==> src/inc/urw_pkg.sv <==
/*
  Package for the serial port receiver-wakeup, flag and loop block: register indices,
  field positions, reset values, state encodings and bit-time counts.
  Assumes a byte-wide register port with a 3-bit address and a 100 MHz system clock.
*/
package urw_pkg;

  // ****************************************************************
  // Register indices on the 3-bit port
  // ****************************************************************
  localparam logic [2:0] REG_BAUD_HI = 3'h0, REG_BAUD_LO = 3'h1, REG_CTRL1 = 3'h2, REG_CTRL2 = 3'h3;
  localparam logic [2:0] REG_STAT1 = 3'h4, REG_STAT2 = 3'h5, REG_CTRL3 = 3'h6, REG_DATA = 3'h7;

  // ****************************************************************
  // Field positions
  // ****************************************************************
  localparam int BH_LBKDIE = 7, BH_EDGIE = 6;
  localparam int C1_LOOP = 7, C1_RX_SOURCE_SELECT = 5, C1_WLS = 4, C1_WAKE = 3, C1_ILT = 2, C1_PE = 1, C1_PT = 0;
  localparam int C2_TIE = 7, C2_TX_DONE_IRQ_ENABLE = 6, C2_RIE = 5, C2_ILIE = 4, C2_TE = 3, C2_RE = 2, C2_SLEEP = 1, C2_SBK = 0;
  localparam int S1_TX_BUFFER_EMPTY_FLAG = 7, S1_TC = 6, S1_RX_BUFFER_FULL_FLAG = 5, S1_IDLE = 4, S1_OR = 3, S1_NF = 2, S1_FE = 1, S1_PF = 0;
  localparam int S2_LBKD = 7, S2_EDGE = 6, S2_IDLE_DURING_SLEEP_FLAGGING = 3, S2_BRK13 = 2, S2_RAF = 0;
  localparam int C3_R8 = 7, C3_T8 = 6, C3_SINGLE_WIRE_DIRECTION = 5, C3_ORIE = 3, C3_NEIE = 2, C3_FEIE = 1, C3_PEIE = 0;

  // ****************************************************************
  // Reset values
  // ****************************************************************
  localparam logic [12:0] BAUD_RST = 13'h0004;
  localparam logic [7:0] CTRL_RST = 8'h00;
  localparam logic [7:0] STAT1_RST = 8'hc0;

  // ****************************************************************
  // Bit-time counts, in bit times or 16x ticks
  // ****************************************************************
  localparam logic [3:0] TICKS_LAST = 4'hf;
  localparam logic [3:0] RT_S1 = 4'h7, RT_S2 = 4'h8, RT_S3 = 4'h9;
  localparam logic [3:0] CHAR_BITS_8 = 4'ha, CHAR_BITS_9 = 4'hb;
  localparam logic [3:0] BRK_10 = 4'ha, BRK_11 = 4'hb, BRK_13 = 4'hd, BRK_14 = 4'he;
  localparam logic [7:0] IDLE_TICKS_8 = 8'ha0, IDLE_TICKS_9 = 8'hb0;

  // ****************************************************************
  // Receiver states, one-hot
  // ****************************************************************
  typedef enum logic [3:0] {
    RX_IDLE = 4'h1,
    RX_START = 4'h2,
    RX_DATA = 4'h4,
    RX_STOP = 4'h8
  } urw_rx_state_t;

endpackage

==> src/logic/urw_sync3.sv <==
/*
  Three-stage synchroniser for one pin input.
  Assumes the input is asynchronous to sys_clk; output changes once stages two and three agree.
*/
`timescale 1ns/100ps
module urw_sync3 (
  // Clock and reset
  input wire logic sys_clk,
  input wire logic rstn,
  // Pin and result
  input wire logic pin_i,
  output logic level_q
);

  logic s1_q, s2_q, s3_q;

  // Chain; first stage is read only by the second
  always_ff @(posedge sys_clk) begin
    if (!rstn) begin
      s1_q <= 1'b1;
      s2_q <= 1'b1;
      s3_q <= 1'b1;
    end else begin
      s1_q <= pin_i;
      s2_q <= s1_q;
      s3_q <= s2_q;
    end
  end

  // Accept a level only when two stages agree
  always_ff @(posedge sys_clk) begin
    if (!rstn) level_q <= 1'b1;
    else if (s2_q == s3_q) level_q <= s3_q;
  end

endmodule // urw_sync3

==> src/logic/urw_baud.sv <==
/*
  Baud divider: one-cycle pulse at sixteen times the bit rate.
  Assumes divisor is steady while in use; zero stops the ticks.
*/
`timescale 1ns/100ps
module urw_baud #(
  parameter int DIV_W = 13
) (
  // Clock and reset
  input wire logic sys_clk,
  input wire logic rstn,
  // Control
  input wire logic run,
  input wire logic [DIV_W-1:0] divisor,
  // Tick out
  output logic tick_q
);

  logic [DIV_W-1:0] cnt_q;

  // Count up to one below the divisor; frozen while halted
  always_ff @(posedge sys_clk) begin
    if (!rstn) begin
      cnt_q <= '0;
      tick_q <= 1'b0;
    end else begin
      tick_q <= 1'b0;
      if (run && divisor != '0) begin
        if (cnt_q >= divisor - DIV_W'(1)) begin
          cnt_q <= '0;
          tick_q <= 1'b1;
        end else begin
          cnt_q <= cnt_q + DIV_W'(1);
        end
      end
    end
  end

endmodule // urw_baud

==> src/logic/urw_core.sv <==
/*
  Serial port core: transmitter, receiver with sleep and wakeup, status flags,
  three interrupt requests, stop freeze, loop and single-wire routing.
  Assumes a one-cycle strobe register port and pins synchronised here.
*/
// Local design decisions: the register addresses and strobed register access.
`timescale 1ns/100ps
module urw_core (
  // Clock and reset
  input wire logic sys_clk,
  input wire logic rstn,
  // Register port
  input wire logic [2:0] reg_addr,
  input wire logic [7:0] reg_wdata,
  input wire logic reg_wr,
  input wire logic reg_rd,
  output logic [7:0] reg_rdata,
  // Serial pins
  input wire logic rxd_i,
  input wire logic txd_i,
  output logic txd_o,
  output logic txd_oe,
  output logic rxd_in_use,
  // System
  input wire logic stop_mode,
  output logic stop_wake,
  output logic irq_tx,
  output logic irq_rx,
  output logic irq_err
);

  // ****************************************************************
  // Registers and shared signals
  // ****************************************************************
  logic [12:0] baud_q;
  logic [7:0] ctrl1_q, ctrl2_q, ctrl3_q;
  logic lbkdie_q, edgie_q, idle_during_sleep_flagging_q, brk13_q;
  logic tx_buffer_empty_flag_q, tc_q, rx_buffer_full_flag_q, idle_q, or_q, nf_q, fe_q, pf_q, lbkd_q, edge_q;
  logic [7:0] rx_data_q, tx_buf_q;
  logic r8_q;
  logic [5:0] snap_q;
  logic baud_tick, tick, run, rx_pin, tx_pin, rx_line, tx_line;
  logic wr_c2, wr_data, rd_data, rd_stat1;
  logic wls, re, te, sleep;
  assign wls = ctrl1_q[urw_pkg::C1_WLS];
  assign re = ctrl2_q[urw_pkg::C2_RE];
  assign te = ctrl2_q[urw_pkg::C2_TE];
  assign sleep = ctrl2_q[urw_pkg::C2_SLEEP];
  assign wr_c2 = reg_wr && reg_addr == urw_pkg::REG_CTRL2;
  assign wr_data = reg_wr && reg_addr == urw_pkg::REG_DATA;
  assign rd_data = reg_rd && reg_addr == urw_pkg::REG_DATA;
  assign rd_stat1 = reg_rd && reg_addr == urw_pkg::REG_STAT1;
  // Halting ticks freezes both shifters with all state kept
  assign run = !stop_mode;
  // Gate the registered tick too, so no shift slips in on the stop edge
  assign tick = baud_tick && run;

  urw_sync3 u_rx_sync (.sys_clk(sys_clk), .rstn(rstn), .pin_i(rxd_i), .level_q(rx_pin));
  urw_sync3 u_tx_sync (.sys_clk(sys_clk), .rstn(rstn), .pin_i(txd_i), .level_q(tx_pin));
  urw_baud #(.DIV_W(13)) u_baud (.sys_clk(sys_clk), .rstn(rstn), .run(run), .divisor(baud_q), .tick_q(baud_tick));

  // ****************************************************************
  // Pin routing
  // ****************************************************************
  // Receiver source: own pin, transmitter, or shared transmit wire
  always_comb begin
    if (!ctrl1_q[urw_pkg::C1_LOOP]) rx_line = rx_pin;
    else if (!ctrl1_q[urw_pkg::C1_RX_SOURCE_SELECT]) rx_line = tx_line;
    else if (ctrl3_q[urw_pkg::C3_SINGLE_WIRE_DIRECTION]) rx_line = tx_line;
    else rx_line = tx_pin;
  end
  assign rxd_in_use = re && !ctrl1_q[urw_pkg::C1_LOOP];
  assign txd_o = tx_line;

  // ****************************************************************
  // Register writes
  // ****************************************************************
  // Plain control registers
  always_ff @(posedge sys_clk) begin
    if (!rstn) begin
      baud_q <= urw_pkg::BAUD_RST;
      ctrl1_q <= urw_pkg::CTRL_RST;
      ctrl3_q <= urw_pkg::CTRL_RST;
      {lbkdie_q, edgie_q, idle_during_sleep_flagging_q, brk13_q} <= 4'h0;
    end else if (reg_wr) begin
      unique case (reg_addr)
        urw_pkg::REG_BAUD_HI: begin
          baud_q[12:8] <= reg_wdata[4:0];
          lbkdie_q <= reg_wdata[urw_pkg::BH_LBKDIE];
          edgie_q <= reg_wdata[urw_pkg::BH_EDGIE];
        end
        urw_pkg::REG_BAUD_LO: baud_q[7:0] <= reg_wdata;
        urw_pkg::REG_CTRL1: ctrl1_q <= reg_wdata;
        urw_pkg::REG_STAT2: begin
          idle_during_sleep_flagging_q <= reg_wdata[urw_pkg::S2_IDLE_DURING_SLEEP_FLAGGING];
          brk13_q <= reg_wdata[urw_pkg::S2_BRK13];
        end
        // Ninth transmit bit is held until rewritten
        urw_pkg::REG_CTRL3: ctrl3_q <= {1'b0, reg_wdata[6:0]};
        default: ;
      endcase
    end
  end

  // ****************************************************************
  // Transmitter
  // ****************************************************************
  logic [3:0] tx_tick_q, tx_left_q;
  logic [13:0] tx_sh_q;
  logic te_d1_q, pre_pend_q, brk_pend_q, tx_bit, tx_free, tx_load;
  logic [13:0] tx_frame;
  logic [3:0] brk_len;
  assign tx_bit = tick && tx_tick_q == urw_pkg::TICKS_LAST;
  assign tx_free = tx_left_q <= 4'h1;
  assign tx_load = tx_bit && tx_free && te && !tx_buffer_empty_flag_q;
  assign tx_line = (tx_left_q != 4'h0) ? tx_sh_q[0] : 1'b1;
  // Transmit pin released for single-wire receive, and while disabled with no frame left
  assign txd_oe = (te || tx_left_q != 4'h0) &&
                  !(ctrl1_q[urw_pkg::C1_LOOP] && ctrl1_q[urw_pkg::C1_RX_SOURCE_SELECT] && !ctrl3_q[urw_pkg::C3_SINGLE_WIRE_DIRECTION]);

  // Data frame, parity taking the top data bit when enabled
  always_comb begin
    logic par;
    par = ctrl1_q[urw_pkg::C1_PT];
    if (wls) begin
      par = par ^ (^tx_buf_q);
      tx_frame = {4'hf, ctrl1_q[urw_pkg::C1_PE] ? par : ctrl3_q[urw_pkg::C3_T8], tx_buf_q, 1'b0};
    end else begin
      par = par ^ (^tx_buf_q[6:0]);
      tx_frame = {5'h1f, ctrl1_q[urw_pkg::C1_PE] ? par : tx_buf_q[7], tx_buf_q[6:0], 1'b0};
    end
    unique case ({brk13_q, wls})
      2'b00: brk_len = urw_pkg::BRK_10;
      2'b01: brk_len = urw_pkg::BRK_11;
      2'b10: brk_len = urw_pkg::BRK_13;
      default: brk_len = urw_pkg::BRK_14;
    endcase
  end

  // Bit timing and shifter; data first, then break, then preamble
  always_ff @(posedge sys_clk) begin
    if (!rstn) begin
      tx_tick_q <= 4'h0;
      tx_left_q <= 4'h0;
      tx_sh_q <= 14'h3fff;
    end else if (tick) begin
      tx_tick_q <= tx_tick_q + 4'h1;
      if (tx_bit) begin
        if (!tx_free) begin
          tx_sh_q <= {1'b1, tx_sh_q[13:1]};
          tx_left_q <= tx_left_q - 4'h1;
        end else if (tx_load) begin
          // Ninth bit copied in the same transfer as the byte
          tx_sh_q <= tx_frame;
          tx_left_q <= wls ? urw_pkg::CHAR_BITS_9 : urw_pkg::CHAR_BITS_8;
        end else if (brk_pend_q) begin
          tx_sh_q <= 14'h0000;
          tx_left_q <= brk_len;
        end else if (pre_pend_q) begin
          tx_sh_q <= 14'h3fff;
          tx_left_q <= wls ? urw_pkg::CHAR_BITS_9 : urw_pkg::CHAR_BITS_8;
        end else begin
          tx_left_q <= 4'h0;
        end
      end
    end
  end

  // Queued preamble on enable, queued break on send-break
  always_ff @(posedge sys_clk) begin
    if (!rstn) begin
      te_d1_q <= 1'b0;
      pre_pend_q <= 1'b0;
      brk_pend_q <= 1'b0;
    end else begin
      te_d1_q <= te;
      if (te && !te_d1_q) pre_pend_q <= 1'b1;
      else if (tx_bit && tx_free && !tx_load && !brk_pend_q) pre_pend_q <= 1'b0;
      if (wr_c2 && reg_wdata[urw_pkg::C2_SBK]) brk_pend_q <= 1'b1;
      else if (tx_bit && tx_free && !tx_load) brk_pend_q <= ctrl2_q[urw_pkg::C2_SBK];
    end
  end

  // Buffer empty and transmit complete flags
  always_ff @(posedge sys_clk) begin
    if (!rstn) begin
      tx_buffer_empty_flag_q <= urw_pkg::STAT1_RST[urw_pkg::S1_TX_BUFFER_EMPTY_FLAG];
      tc_q <= urw_pkg::STAT1_RST[urw_pkg::S1_TC];
      tx_buf_q <= 8'h00;
    end else begin
      if (wr_data) tx_buf_q <= reg_wdata;
      if (tx_load) tx_buffer_empty_flag_q <= 1'b1;
      else if (wr_data) tx_buffer_empty_flag_q <= 1'b0;
      // Complete only once nothing is queued and the line is idle
      if (tx_bit && tx_free && !tx_load && !brk_pend_q && !pre_pend_q && tx_left_q != 4'h0) begin
        tc_q <= 1'b1;
      end else if (wr_data || (te && !te_d1_q) || (wr_c2 && reg_wdata[urw_pkg::C2_SBK])) begin
        tc_q <= 1'b0;
      end
    end
  end

  // ****************************************************************
  // Receiver
  // ****************************************************************
  urw_pkg::urw_rx_state_t rx_st_q;
  logic [3:0] rt_q, bit_idx_q;
  logic [1:0] smp_q;
  logic [8:0] rx_sh_q;
  logic [7:0] idle_cnt_q, idle_need;
  logic prev_q, noise_acc_q, idle_arm_q;
  logic maj, noisy, at_eval, msb_bit, done_ok, done_bad, ch_done, idle_hit, fe_bit;
  logic [3:0] msb_idx;
  assign maj = (smp_q[0] & smp_q[1]) | (smp_q[0] & rx_line) | (smp_q[1] & rx_line);
  assign noisy = (smp_q[0] | smp_q[1] | rx_line) & !(smp_q[0] & smp_q[1] & rx_line);
  assign at_eval = tick && re && rt_q == urw_pkg::RT_S3;
  assign msb_idx = wls ? 4'h8 : 4'h7;
  assign msb_bit = at_eval && rx_st_q == urw_pkg::RX_DATA && bit_idx_q == msb_idx;
  assign ch_done = at_eval && rx_st_q == urw_pkg::RX_STOP;
  assign fe_bit = !maj;
  // Sleeping receiver produces no character flags
  assign done_ok = ch_done && !sleep && !rx_buffer_full_flag_q;
  assign done_bad = ch_done && !sleep && rx_buffer_full_flag_q;
  assign idle_need = wls ? urw_pkg::IDLE_TICKS_9 : urw_pkg::IDLE_TICKS_8;
  assign idle_hit = tick && re && rx_line && idle_cnt_q == idle_need - 8'h01;

  // Frame sequencer on the 16x tick, samples at the bit middle
  always_ff @(posedge sys_clk) begin
    if (!rstn) begin
      rx_st_q <= urw_pkg::RX_IDLE;
      rt_q <= 4'h0;
      bit_idx_q <= 4'h0;
      smp_q <= 2'h3;
      prev_q <= 1'b1;
      rx_sh_q <= 9'h000;
      noise_acc_q <= 1'b0;
    end else if (tick && !re) begin
      rx_st_q <= urw_pkg::RX_IDLE;
      prev_q <= 1'b1;
    end else if (tick) begin
      prev_q <= rx_line;
      rt_q <= rt_q + 4'h1;
      if (rt_q == urw_pkg::RT_S1 || rt_q == urw_pkg::RT_S2) smp_q <= {rx_line, smp_q[1]};
      unique case (rx_st_q)
        urw_pkg::RX_IDLE: begin
          if (prev_q && !rx_line) begin
            rx_st_q <= urw_pkg::RX_START;
            rt_q <= 4'h1;
          end
        end
        urw_pkg::RX_START: begin
          if (rt_q == urw_pkg::RT_S3) begin
            rx_st_q <= maj ? urw_pkg::RX_IDLE : urw_pkg::RX_DATA;
            noise_acc_q <= noisy;
            bit_idx_q <= 4'h0;
          end
        end
        urw_pkg::RX_DATA: begin
          if (rt_q == urw_pkg::RT_S3) begin
            rx_sh_q[bit_idx_q] <= maj;
            noise_acc_q <= noise_acc_q | noisy;
            bit_idx_q <= bit_idx_q + 4'h1;
            if (bit_idx_q == msb_idx) rx_st_q <= urw_pkg::RX_STOP;
          end
        end
        urw_pkg::RX_STOP: begin
          // Back to hunting at the stop middle, ready for a close start
          if (rt_q == urw_pkg::RT_S3) rx_st_q <= urw_pkg::RX_IDLE;
        end
      endcase
    end
  end

  // Idle timer in 16x ticks; low line restarts it
  always_ff @(posedge sys_clk) begin
    if (!rstn) begin
      idle_cnt_q <= 8'h00;
    end else if (tick) begin
      if (!re || !rx_line) idle_cnt_q <= 8'h00;
      else if (ctrl1_q[urw_pkg::C1_ILT] && rx_st_q != urw_pkg::RX_IDLE) idle_cnt_q <= 8'h00;
      else if (idle_cnt_q != idle_need) idle_cnt_q <= idle_cnt_q + 8'h01;
    end
  end

  // Sleep bit: software writes it, wakeup events clear it
  always_ff @(posedge sys_clk) begin
    if (!rstn) begin
      ctrl2_q <= urw_pkg::CTRL_RST;
    end else if (wr_c2) begin
      ctrl2_q <= reg_wdata;
    end else if (sleep && !ctrl1_q[urw_pkg::C1_WAKE] && idle_hit) begin
      ctrl2_q[urw_pkg::C2_SLEEP] <= 1'b0;
    end else if (sleep && ctrl1_q[urw_pkg::C1_WAKE] && msb_bit && maj) begin
      // Woken before the stop bit so this character is kept
      ctrl2_q[urw_pkg::C2_SLEEP] <= 1'b0;
    end
  end

  // ****************************************************************
  // Receive flags and data buffer
  // ****************************************************************
  logic clr_rx;
  assign clr_rx = rd_data;

  // Status read snapshots the flags that a data read then clears
  always_ff @(posedge sys_clk) begin
    if (!rstn) snap_q <= 6'h00;
    else if (rd_stat1) snap_q <= {rx_buffer_full_flag_q, idle_q, or_q, nf_q, fe_q, pf_q};
    else if (rd_data) snap_q <= 6'h00;
  end

  // Character flags; a setting event wins over a clear
  always_ff @(posedge sys_clk) begin
    if (!rstn) begin
      {rx_buffer_full_flag_q, or_q, nf_q, fe_q, pf_q, lbkd_q, r8_q} <= 7'h00;
      rx_data_q <= 8'h00;
    end else begin
      if (done_ok) begin
        rx_buffer_full_flag_q <= 1'b1;
        rx_data_q <= rx_sh_q[7:0];
        r8_q <= wls && rx_sh_q[8];
        // Errors ride with the character that carries them
        nf_q <= noise_acc_q | noisy;
        fe_q <= fe_bit;
        pf_q <= ctrl1_q[urw_pkg::C1_PE] &&
                (((wls ? ^rx_sh_q : ^rx_sh_q[7:0]) ^ ctrl1_q[urw_pkg::C1_PT]) != 1'b0);
      end else if (clr_rx) begin
        rx_buffer_full_flag_q <= rx_buffer_full_flag_q & !snap_q[5];
        nf_q <= nf_q & !snap_q[2];
        fe_q <= fe_q & !snap_q[1];
        pf_q <= pf_q & !snap_q[0];
      end
      // Overrun keeps the old data, drops the new errors
      if (done_bad) or_q <= 1'b1;
      else if (clr_rx) or_q <= or_q & !snap_q[3];
      if (ch_done && !sleep && fe_bit && rx_sh_q[7:0] == 8'h00 && !(wls && rx_sh_q[8])) lbkd_q <= 1'b1;
      else if (reg_wr && reg_addr == urw_pkg::REG_STAT2 && reg_wdata[urw_pkg::S2_LBKD]) lbkd_q <= 1'b0;
    end
  end

  // Idle flag, armed once per received character
  always_ff @(posedge sys_clk) begin
    if (!rstn) begin
      idle_q <= 1'b0;
      idle_arm_q <= 1'b0;
    end else begin
      if (done_ok) idle_arm_q <= 1'b1;
      else if (idle_hit) idle_arm_q <= 1'b0;
      if (idle_hit && idle_arm_q && (!sleep || idle_during_sleep_flagging_q)) idle_q <= 1'b1;
      else if (clr_rx && snap_q[4]) idle_q <= 1'b0;
    end
  end

  // ****************************************************************
  // Edge detector, alive in stop as well
  // ****************************************************************
  logic edge_prev_q;
  always_ff @(posedge sys_clk) begin
    if (!rstn) begin
      edge_prev_q <= 1'b1;
      edge_q <= 1'b0;
    end else begin
      edge_prev_q <= rx_line;
      if (re && edge_prev_q && !rx_line) edge_q <= 1'b1;
      else if (reg_wr && reg_addr == urw_pkg::REG_STAT2 && reg_wdata[urw_pkg::S2_EDGE]) edge_q <= 1'b0;
    end
  end
  assign stop_wake = stop_mode && edge_q && edgie_q;

  // ****************************************************************
  // Interrupt requests
  // ****************************************************************
  assign irq_tx = (tx_buffer_empty_flag_q && ctrl2_q[urw_pkg::C2_TIE]) || (tc_q && ctrl2_q[urw_pkg::C2_TX_DONE_IRQ_ENABLE]);
  assign irq_rx = (rx_buffer_full_flag_q && ctrl2_q[urw_pkg::C2_RIE]) || (idle_q && ctrl2_q[urw_pkg::C2_ILIE]) ||
                  (edge_q && edgie_q) || (lbkd_q && lbkdie_q);
  assign irq_err = (or_q && ctrl3_q[urw_pkg::C3_ORIE]) || (nf_q && ctrl3_q[urw_pkg::C3_NEIE]) ||
                   (fe_q && ctrl3_q[urw_pkg::C3_FEIE]) || (pf_q && ctrl3_q[urw_pkg::C3_PEIE]);

  // ****************************************************************
  // Read data, one cycle after the strobe
  // ****************************************************************
  always_ff @(posedge sys_clk) begin
    if (!rstn) begin
      reg_rdata <= 8'h00;
    end else if (reg_rd) begin
      unique case (reg_addr)
        urw_pkg::REG_BAUD_HI: reg_rdata <= {lbkdie_q, edgie_q, 1'b0, baud_q[12:8]};
        urw_pkg::REG_BAUD_LO: reg_rdata <= baud_q[7:0];
        urw_pkg::REG_CTRL1: reg_rdata <= ctrl1_q;
        urw_pkg::REG_CTRL2: reg_rdata <= ctrl2_q;
        urw_pkg::REG_STAT1: reg_rdata <= {tx_buffer_empty_flag_q, tc_q, rx_buffer_full_flag_q, idle_q, or_q, nf_q, fe_q, pf_q};
        urw_pkg::REG_STAT2: reg_rdata <= {lbkd_q, edge_q, 2'b00, idle_during_sleep_flagging_q, brk13_q, 1'b0,
                                          rx_st_q != urw_pkg::RX_IDLE};
        urw_pkg::REG_CTRL3: reg_rdata <= {r8_q, ctrl3_q[6:0]};
        default: reg_rdata <= rx_data_q;
      endcase
    end else begin
      reg_rdata <= 8'h00;
    end
  end

endmodule // urw_core

==> config.mk <==
export PLATFORM = sky130hd
export DESIGN_NAME = urw_core
export DESIGN_NICKNAME = d
export VERILOG_FILES = /design/src/inc/urw_pkg.sv /design/src/logic/urw_sync3.sv /design/src/logic/urw_baud.sv /design/src/logic/urw_core.sv
export SDC_FILE = /design/constraint.sdc
export NUM_CORES = 1
export LEC_CHECK = 0
export ABC_AREA = 1
export BUFFER_PORTS_ARGS = -buffer_cell sky130_fd_sc_hd__buf_2
export CAP_MARGIN = 20
export CORE_MARGIN = 4
export CORE_UTILIZATION = 35
export DETAILED_ROUTE_END_ITERATION = 10
export PLACE_DENSITY = 0.58
export REMOVE_ABC_BUFFERS = 1
export SETUP_SLACK_MARGIN = 0.15
export SLEW_MARGIN = 0
export SYNTH_ARGS = -nofsm -noshare
export SYNTH_HDL_FRONTEND = slang
export SYNTH_SLANG_ARGS = --single-unit
==> constraint.sdc <==
create_clock -name sys_clk -period 7.2 [get_ports sys_clk]
set_input_delay 1.44 -clock sys_clk [delete_from_list [all_inputs] [get_ports sys_clk]]
set_output_delay 1.44 -clock sys_clk [all_outputs]
set_load 0.02 [all_outputs]
Yosys cells after proc, flatten, opt, wreduce, memory -nomap -nowiden
Cells that the tools add are included.
- add/subtract/negate cells: 8
- magnitude comparators: 4
- eq/ne operators: 29
- mux-type cells: 71
- bitwise gates (word level): 20
- reductions and logical operators: 138
- operators by type and width (kind ; count):
    1-bit logical AND ; 64
    14-bit two-way mux ; 4
    4-bit two-way mux ; 14
    8-bit case mux with 7 select lines ; 1
    1-bit two-way mux ; 37
    8-bit two-way mux ; 3
    1-bit logical NOT ; 22
    2-bit AND reduction ; 10
    2-bit nonzero test ; 10
    4-bit == test, second input constant ; 4
    4-bit case mux with 4 select lines ; 1
    8-bit parity ; 2
    13-bit by 1-bit adder with 13-bit output, second input constant ; 1
    13-bit >= comparator ; 1
    1-bit logical OR ; 13
    13-bit two-way mux ; 1
    13-bit nonzero test ; 1
    13-bit by 1-bit subtractor with 13-bit output, second input constant ; 1
    4-bit by 1-bit adder with 4-bit output, second input constant ; 3
    3-bit == test, second input constant ; 4
    6-bit two-way mux ; 2
    1-bit AND ; 10
    10-bit two-way mux ; 1
    9-bit bitwise mux ; 1
    other kinds (42) ; 59
- flip-flop bits (word level): 163
- word-level logic and storage cells: 321

Depth between registers and ports, before layout
Gate-level depths: netlist (run 1).
- word-level depth: 13
- depth in mapped cells: 17
- depth with buffers taken out: 16

By module
Synthesis (run 1) repeated with hierarchy kept, for this count alone.
- cell total of the unflattened synthesis: 1196
- area, all modules: 8525.7 um^2
- by module, submodules not included (module ; instances ; cells an instance ; area an instance (um^2)):
    urw_core ; 1 ; 946 ; 6892.9
    urw_baud ; 1 ; 216 ; 1365.1
    urw_sync3 ; 2 ; 17 ; 133.9

Worst setup path after synthesis (run 1)
No wires, ideal clock.
- kind: input -> output
- from: input stop_mode
- to: output stop_wake
- arrival time: 1776 ps
- data required time: 5760 ps
- path slack: 3984 ps
- cell stages on the path: 2
- buffers on the path: 0
- cell sequence: inv_4 nor2_1
- cells in the longest elaborated chain, start to end: 2
- ends and longest elaborated chain (what ; line ; RTL):
    from (decl) ; urw_core.sv:25 ; input wire logic stop_mode,
    1-bit logical AND (2 in a row) ; urw_core.sv:368 ; assign stop_wake = stop_mode && edge_q && edgie_q;
    to (decl) ; urw_core.sv:26 ; output logic stop_wake,
No other way between the ends.

Worst setup path after layout (run 1)
- from: register tx_left_q[0]
- to: output txd_oe
- cells in the longest elaborated chain, start to end: 3
- ends and longest elaborated chain (what ; line ; RTL):
    from (decl) ; urw_core.sv:108 ; logic [3:0] tx_tick_q, tx_left_q;
    from (signal assigned) ; urw_core.sv:151 ; tx_left_q <= tx_left_q - 4'h1;
    from (signal assigned) ; urw_core.sv:155 ; tx_left_q <= wls ? urw_pkg::CHAR_BITS_9 : urw_pkg::CHAR_BITS_8;
    from (signal assigned) ; urw_core.sv:158 ; tx_left_q <= brk_len;
    4-bit nonzero test ; urw_core.sv:118 ; assign txd_oe = (te || tx_left_q != 4'h0) &&
    1-bit logical OR ; urw_core.sv:118 ;
    1-bit logical AND ; urw_core.sv:118 ;
    to (decl) ; urw_core.sv:22 ; output logic txd_oe,
No other way between the ends.

==> qor.csv, run 1 <==
metric,value,unit
fillCellCount,2514,
fp.dieH,163,um
ys_top_cells_by_count,"188 x nand2_1, 163 x dfxtp_1, 128 x inv_1, 106 x nor2_1, 102 x a21oi_1",
post_cts_buffers,0,
grt_pass1_wl,37200,um
path_class,reg -> out,
fin_crit_sh,45.9,%
layout.nets,1215,
synthDominantAreaCellType,dfxtp_1,
post-synth-top-count-cell,nand2_1,
irDropWorstVdd,0.137,mV
cts_tree,done,
timing.critical_path.required,5.76,ns
cap_viol_max_count,0,
gr-usage-met2,27.7,%
critical_path_peak_fanout,4,
maxSlewViolCount,0,
grt.overflow.total,0,
area_growth_syn_to_layout,11.7,%
power.density,209,nW/um^2
max_clock_freq,303,MHz
setup_viol,0,
wl_per_cell,15.5,um
yosys.area.top_type_share,38.7,%
max-clock-path-buffers,2,
ys_ff_latch,163,
top_level_ports,33,
groute.layer.met1.usage,24.5,%
final_cell_area,9430,um^2
finalHoldViolations,0,
avg_synthesized_cell_area,7.39,um^2
timing.max_slew.rel_slack,50.8,%
synth_top_flop_cell,dfxtp_1,
grt-busiest-layer,met2,
tritoncts.num_buffers,17,
critical_path.endpoint_type,output port,
route.antenna.remaining_nets,0,
finalCriticalPeriod,3.30,ns
grt_max_degree,61,
regArea,3260,um^2
globalRouteMet3Util,3.76,%
worst_skew_pair.late_latency,0.44,ns
synth_cell_types,50,
mappedNetlistArea,8440,um^2
core_area,23600,um^2
die_x,163,um
cts_hold_buffers,0,
worst_ep_arrival_time,1.86,ns
ctsHtreeMaxLevel,4,
leakage,3.64,nW
place_hpwl,17000,um
route.detailed.vias_per_inst,5.02,
fp.dieArea,26600,um^2
drtPass1Iterations,5,
total_number_of_vias,7508,
hold_class,reg -> reg,
worst_slew_pin_slew,0.734,ns
synthCells,1141,
root_buffer,clkbuf_16,
grt_usage,17.6,%
rsz0062_at_grt,no,
grt_pass1_vias,7050,
final_weighted_congestion_of_routability_driven_global_placement,0.960,
area_of_the_multi_input_gates,4430,um^2
route.final.wire_length,23100,um
status,"complete, no violations",
clock-sinks,163,
yosysSeqAreaShare,38.7,%
iteration_0_drc_markers,605,
post_cts_resized,0,
synth-edff-count,0,
async_flop_share,0,%
antenna_found_initial,1,
synth.top_cells.by_area,"dfxtp_1 39%, nand2_1 8.4%, a21oi_1 6.1%",
synth_warnings,0,
row_count,56,
finalClockSkew,0.0107,ns
total_power_consumption_of_the_routed_design,1.97,mW
drc_errors,0,
starting_density_of_the_core,35.7,%
antennaDiodeCount,0,
portBuffers,32,
timing.setup.tns,0,ns
start_kind,flop,
postPlaceCellArea,8840,um^2
clkSlewWorstSetupHoldPaths,0.07,ns
final_layout_size_suffix_gt1_share,11.9,%
## path summary, 6_finish.rpt
| path | from | end | slack (ns) | cells past startpoint |
|---|---|---|---|---|
| worst max-delay path | tx_left_q[0]$_SDFFE_PN0P_ | txd_oe | 3.90 | 8 |
| worst min register to register | u_tx_sync.s1_q$_SDFF_PN1_ | u_tx_sync.s2_q$_SDFF_PN1_ | 0.41 | 1 |
| worst max register to register | baud_q[2]$_SDFFE_PN1P_ | u_baud.cnt_q[12]$_SDFFE_PN0P_ | 4.34 | 16 |
| worst min-delay path | u_tx_sync.s1_q$_SDFF_PN1_ | u_tx_sync.s2_q$_SDFF_PN1_ | 0.41 | 1 |
## cells by family after synthesis
family | Yosys count | synth area share, %
buf+inv | 180 | 8.78
compound gates | 274 | 18.6
xor+xnor | 33 | 3.43
flops | 163 | 38.7
simple gates | 458 | 25.6
fa+ha+maj | 33 | 4.89
## worst max-delay path, cell delays in order, from the launching register on
cell     delay, ns
dfxtp_1       0.34
inv_1         0.11
ha_1          0.26
nand2_1       0.07
nor2_1        0.16
inv_1         0.10
o22ai_1       0.17
inv_1         0.06
buf_2         0.16
## metrics by stage
stage          setup WS [ns]  std cells  hold slack (ns)  util, %
2_1_floorplan           3.98       1111            0.393        -
4_1_cts                 3.89       1495            0.419     39.9
5_1_grt                 3.69       1495            0.422     39.9
6_report                3.90       1495            0.415     39.9
3_3_place_gp            3.87       1464            0.405     37.4
3_5_place_dp            3.87       1464            0.403     37.4
## routing by layer
metal  vias to the layer above  wire length [um]
li1                       3868                 -
met2                       164             10300
met4                         2               454
met3                        26              1100
met5                         -                 7
met1                      3448             11300
## state kept, by name, summed over array words and instances (netlist names), 6 cells and up
signal	cells
baud_q	13
ctrl2_q	8
u_baud.cnt_q	13
ctrl3_q	7
reg_rdata	8
tx_buf_q	8
rx_data_q	8
ctrl1_q	8
rx_sh_q	9
idle_cnt_q	8
tx_sh_q	14
snap_q	6
## power breakdown
group	internal [mW]	switching (mW)
Combinational	0.0383	0.0881
Clock	0.513	0.398
Sequential	0.916	0.0138
## layout make-up
| class | instances | share of cell area (%) |
|---|---|---|
| Clock buffer | 17 | 4.51 |
| Clock inverter | 14 | 1.67 |
| Inverter | 150 | 6.08 |
| Multi-Input combinational cell | 798 | 47.0 |
| Sequential cell | 163 | 34.6 |
| Tap cell | 319 | 4.23 |
| Timing Repair Buffer | 34 | 1.86 |
## placed cells by master (no fill, tap or decap), types with 4 or more instances in the layout
| cell | count |
|---|---|
| nand2_1 | 188 |
| dfxtp_1 | 163 |
| inv_1 | 128 |
| nor2_1 | 106 |
| a21oi_1 | 102 |
| o21ai_0 | 100 |
| nand3_1 | 81 |
| ha_1 | 33 |
| buf_2 | 32 |
| xor2_1 | 23 |
| inv_2 | 18 |
| nand4_1 | 17 |
| clkbuf_16 | 17 |
| nor3_1 | 13 |
| a31oi_1 | 13 |
| a211oi_1 | 13 |
| nor2_2 | 12 |
| o22ai_1 | 11 |
| a221oi_1 | 11 |
| xnor2_1 | 10 |
| or2_2 | 9 |
| nand2_4 | 8 |
| nor2_4 | 6 |
| clkinvlp_4 | 6 |
| a32o_1 | 5 |
| nand2_2 | 4 |
| o21ai_1 | 4 |
| nand3_2 | 4 |
| inv_6 | 4 |
No activity file was read; power rests on OpenSTA's default activity.
==> run 2, diff against run 1 <==
- PLACE_DENSITY: 0.58 -> 0.6
- clock period: 7.2 -> 3 ns (I/O delays scaled with it)
==> run 2 against run 1 <==
Compared with the run above:
- total power grew to 2.5 times the previous value
- core utilization grew 0.56 points
- design area grew 1.4%
- clock power grew to 2.7 times the previous value
- register-to-register slack lost 3.9 ns
- non-clock buffer count grew 6
- sequential share of layout area shrank 0.46 points
- worst hold slack lost 0.059 ns
==> qor.csv, run 2 (same netlist as run 1, synthesis figures left out) <==
metric,value,unit
final_layout_size_suffix_gt1_share,12.7,%
cts_tree,done,
fin_crit_sh,85.6,%
fp.dieArea,26600,um^2
layout.nets,1221,
drc_errors,0,
path_class,reg -> reg,
timing.max_slew.rel_slack,62.1,%
portBuffers,32,
core_area,23600,um^2
route.final.wire_length,23100,um
grt.overflow.total,0,
grt_usage,17.5,%
drtPass1Iterations,7,
fillCellCount,2477,
antenna_found_initial,0,
antennaDiodeCount,0,
iteration_0_drc_markers,629,
critical_path.reg2reg.startpoint,baud_q[0]$_SDFFE_PN0P_,
status,"complete, no violations",
starting_density_of_the_core,35.7,%
worst_ep_arrival_time,2.89,ns
place_hpwl,17000,um
largest_register,tx_sh_q,
area_growth_syn_to_layout,13.3,%
depth_of_the_worst_register_to_register_path,16,
root_buffer,clkbuf_16,
final_weighted_congestion_of_routability_driven_global_placement,0.940,
setup_viol,0,
timing.critical_path.required,3.32,ns
worstReg2RegEnd,u_baud.cnt_q[4]$_SDFFE_PN0P_,
fraction_of_power_spent_switching_nets,23.5,%
maxSlewViolCount,0,
cp-endpoint,u_baud.cnt_q[4]$_SDFFE_PN0P_,
max-clock-path-buffers,2,
worst_skew_pair.late_latency,0.43,ns
power.density,520,nW/um^2
grt_max_degree,58,
start_kind,flop,
p_int,3.80,mW
finalClockSkew,0.0106,ns
final_cell_mix,"188 x nand2_1, 162 x dfxtp_1, 128 x inv_1",
dpl_worst_slack,0.307,ns
grt_pass1_wl,37300,um
fp.dieH,163,um
place_inst,1470,
largest_register_ffs,14,
irDropWorstVdd,0.273,mV
wl_per_cell,15.4,um
worst-r2r-setup-slack,0.43,ns
total_number_of_vias,7641,
power.net_switching,1.17,mW
cap_viol_max_count,0,
layout_commonest_cell,nand2_1,
clock-sinks,163,
post_cts_buffers,0,
layout_setup_ws,0.431,ns
top_level_ports,33,
route.detailed.vias_per_inst,5.09,
largest_registers,"tx_sh_q (14), baud_q (13), u_baud.cnt_q (13)",
die_x,163,um
row_count,56,
critPathLaunch,baud_q[0]$_SDFFE_PN0P_,
timing.setup.tns,0,ns
clkSlewWorstSetupHoldPaths,0.06,ns
layoutNonFillerInstCount,1502,
critical_path.endpoint_type,flop,
grt_pass1_vias,7152,
hold_class,in -> reg,
worst_slew_pin_slew,0.569,ns
tritoncts.num_buffers,17,
finalHoldViolations,0,
route.antenna.remaining_nets,0,
max_clock_freq,389,MHz
share_clk_of_total_power,48.9,%
pwr-share-comb,6.3,%
finalCriticalPeriod,2.57,ns
ctsHtreeMaxLevel,4,
critical_path_peak_fanout,11,
sequentialPowerShare,44.8,%
leakage,3.73,nW
rsz0062_at_grt,no,
run 2: cell type report:
cell class | instances | area, um^2 | share of cell area (%)
multi-input combinational | 798 | 4450 | 46.6
sequential | 163 | 3260 | 34.2
inverter | 150 | 573 | 6.00
clock buffer | 20 | 447 | 4.67
tap | 319 | 399 | 4.18
timing repair buffer | 40 | 220 | 2.30
clock inverter | 12 | 204 | 2.13
run 2: worst min path at each step:
| stage | startpoint | endpoint | slack [ns] | cells past startpoint |
|---|---|---|---|---|
| 3_5_place_dp | u_rx_sync.s1_q$_SDFF_PN1_ | u_rx_sync.s2_q$_SDFF_PN1_ | 0.42 | 1 |
| 2_1_floorplan | u_rx_sync.s1_q$_SDFF_PN1_ | u_rx_sync.s2_q$_SDFF_PN1_ | 0.39 | 1 |
| 4_1_cts | txd_i | u_tx_sync.s1_q$_SDFF_PN1_ | 0.35 | 2 |
| 3_3_place_gp | u_rx_sync.s1_q$_SDFF_PN1_ | u_rx_sync.s2_q$_SDFF_PN1_ | 0.42 | 1 |
| 6_report | txd_i | u_tx_sync.s1_q$_SDFF_PN1_ | 0.36 | 2 |
| 5_1_grt | txd_i | u_tx_sync.s1_q$_SDFF_PN1_ | 0.35 | 2 |
run 2: power by group through the flow:
stage	clock network, mW	registers (mW)	logic [mW]
after CTS	2.46	2.23	0.311
final	2.43	2.23	0.313
after detailed placement	0	2.27	0.308
after floorplan	0	2.27	0.192
after global placement	0	2.27	0.307
after global routing	2.56	2.23	0.349
run 2: layer usage:
| layer | global-route usage, % | part of all wire [%] | vias up |
|---|---|---|---|
| li1 | - | - | 3873 |
| met1 | 24.6 | 48 | 3512 |
| met2 | 27.5 | 44 | 212 |
| met3 | 2.88 | 5.4 | 44 |
| met4 | 5.87 | 2.6 | 0 |
| met5 | 0 | 0 | - |
run 2: timing repair:
action,in CTS,in global routing
hold buffers,0,0
endpoints found under the setup margin,0,14
gates resized for setup,0,5
run 2: worst max-delay path: stages, from the launching register on:
cell      delay [ns]
dfxtp_1         0.31
inv_1           0.16
nand4_1         0.18
nor3_2          0.26
nand2_1         0.11
nor3_2          0.15
xor2_1          0.16
inv_1           0.05
ha_1            0.28
nand2_1         0.06
nor2_1          0.13
nand4_1         0.08
o21bai_1        0.17
nand3_2         0.10
nand2_4         0.06
nand2_4         0.12
nor2_1          0.06
run 2: per-stage QoR:
step / util [%] / area, um^2 / power (mW) / hold slack, ns
after floorplan: - / 8270 / 2.46 / 0.393
after global placement: 37.6 / 8890 / 2.58 / 0.421
after detailed placement: 37.6 / 8890 / 2.58 / 0.420
after CTS: 40.4 / 9540 / 5.00 / 0.350
after global routing: 40.5 / 9560 / 5.14 / 0.352
final: 40.5 / 9560 / 4.97 / 0.356
==> run 3, diff against run 2 <==
- GPL_TIMING_DRIVEN: unset -> 0
==> run 3 against run 2 <==
Compared with the run above:
- sequential cell count unchanged
- clock skew about the same
- largest cell class unchanged
- core utilization decreased by 0.24 points
- critical path type unchanged
- total power decreased by 4.1%
- combinational power about the same
- first-iteration DRC count unchanged
- count of clock-buffer cells in the layout increased by 4
- maximum frequency increased by 0.12%
- via count increased by 0.12%
- critical endpoint is now u_baud.cnt_q[9]$_SDFFE_PN0P_
- global-route usage decreased by 0.48 points
==> qor.csv, run 3 (same netlist as run 1, synthesis figures left out) <==
metric,value,unit
grt_pass1_wl,36600,um
final_weighted_congestion_of_routability_driven_global_placement,0.928,
irDropWorstVdd,0.328,mV
layout.nets,1216,
area_growth_syn_to_layout,12.6,%
grt_max_degree,47,
fin_crit_sh,85.5,%
core_area,23600,um^2
die_x,163,um
final_cell_mix,"188 x nand2_1, 162 x dfxtp_1, 127 x inv_1",
antenna_found_initial,1,
place_hpwl,16400,um
fp.dieArea,26600,um^2
root_buffer,clkbuf_16,
rsz0062_at_grt,no,
largest_registers,"tx_sh_q (14), baud_q (13), u_baud.cnt_q (13)",
fp.dieH,163,um
hold_class,in -> reg,
cap_viol_max_count,0,
regArea,3260,um^2
layout_commonest_cell,nand2_1,
finalCriticalPeriod,2.57,ns
finalClockSkew,0.0110,ns
clkSlewWorstSetupHoldPaths,0.06,ns
starting_density_of_the_core,35.7,%
total_number_of_vias,7650,
tritoncts.num_buffers,17,
grt.overflow.total,0,
drc_errors,0,
cts_tree,done,
top_level_ports,33,
max-clock-path-buffers,2,
wl_per_cell,15.1,um
power.density,501,nW/um^2
max_clock_freq,390,MHz
worst-r2r-setup-slack,0.43,ns
critical_path_peak_fanout,11,
final_util,40.2,%
route.antenna.remaining_nets,0,
maxSlewViolCount,0,
route.detailed.vias_per_inst,5.11,
area_of_the_multi_input_gates,4460,um^2
worst_skew_pair.late_latency,0.43,ns
status,"complete, no violations",
worst_slew_pin_slew,0.863,ns
fillCellCount,2474,
critical_path.endpoint_type,flop,
path_class,reg -> reg,
row_count,56,
portBuffers,32,
final_layout_size_suffix_gt1_share,12.3,%
setup_viol,0,
antennaDiodeCount,0,
start_kind,flop,
ctsHtreeMaxLevel,4,
largest_register,tx_sh_q,
layout_setup_ws,0.434,ns
worst_ep_arrival_time,2.89,ns
leakage,3.70,nW
route.final.wire_length,22500,um
iteration_0_drc_markers,629,
grt_usage,17.1,%
grt_pass1_vias,6997,
drtPass1Iterations,6,
cts_hold_buffers,0,
dpl_worst_slack,0.214,ns
timing.critical_path.required,3.32,ns
largest_register_ffs,14,
clock-sinks,163,
timing.max_slew.rel_slack,42.5,%
finalHoldViolations,0,
[run 3: cell count changes in the layout (fill, tap and decap cells not counted), moves of 2 or more]
cell / before / now
bufinv_16: 5 / 2
buf_12: 0 / 2
buf_4: 8 / 1
clkbuf_8: 1 / 5
[run 3: what timing repair did]
item,CTS,global route
endpoints found under the setup margin,0,14
buffers inserted,0,1
gates resized for setup,0,7
[run 3: critical path: stages, from the launching register on]
cell	delay (ns)
dfxtp_1	0.34
nor2_2	0.13
nand4_1	0.15
nor3_2	0.27
nand2_1	0.12
nor3_2	0.14
xor2_1	0.17
inv_1	0.06
ha_1	0.28
nand2_1	0.07
nor2_1	0.15
nand4_1	0.09
o21bai_1	0.17
nand3_2	0.10
nand2_4	0.08
nand2_8	0.10
nor2_1	0.06
[run 3: area by class of cell]
cell class / count / area share [%]
multi-input cells: 798 / 46.9
flip-flops and latches: 163 / 34.4
inverters: 150 / 6.05
clock buffers: 24 / 5.28
well taps: 319 / 4.20
repair buffers: 35 / 2.19
clock inverters: 7 / 1.00
[run 3: stage by stage]
stage          instance area, um^2  setup TNS, ns  cells  power [mW]  hold WS, ns
4_1_cts                       9470              0   1495        4.79        0.344
5_1_grt                       9500              0   1496        4.92        0.356
3_5_place_dp                  8870              0   1464        2.58        0.400
2_1_floorplan                 8270              0   1111        2.46        0.393
3_3_place_gp                  8830         -90.88   1462        2.58        0.397
6_report                      9500              0   1496        4.76        0.356
[run 3: final timing paths]
path,end,cells after the start,from
hold / removal,u_tx_sync.s1_q$_SDFF_PN1_,2,txd_i
hold reg to reg,u_rx_sync.s2_q$_SDFF_PN1_,1,u_rx_sync.s1_q$_SDFF_PN1_
setup / recovery,u_baud.cnt_q[9]$_SDFFE_PN0P_,16,baud_q[1]$_SDFFE_PN0P_
setup reg to reg,u_baud.cnt_q[9]$_SDFFE_PN0P_,16,baud_q[1]$_SDFFE_PN0P_
[run 3: power by group]
group          switching [mW]  internal [mW]  leakage, nW
clock                   0.885           1.34        0.293
sequential             0.0298           2.20         1.32
combinational           0.217         0.0976         2.09
total                    1.13           3.63         3.70
[run 3: routing by layer]
layer,wire (um),vias up,global-route usage [%]
met5,13,-,0
met4,461,2,4.84
met3,1250,44,3.61
met2,10100,184,27.0
met1,10700,3544,23.5
li1,-,3876,-
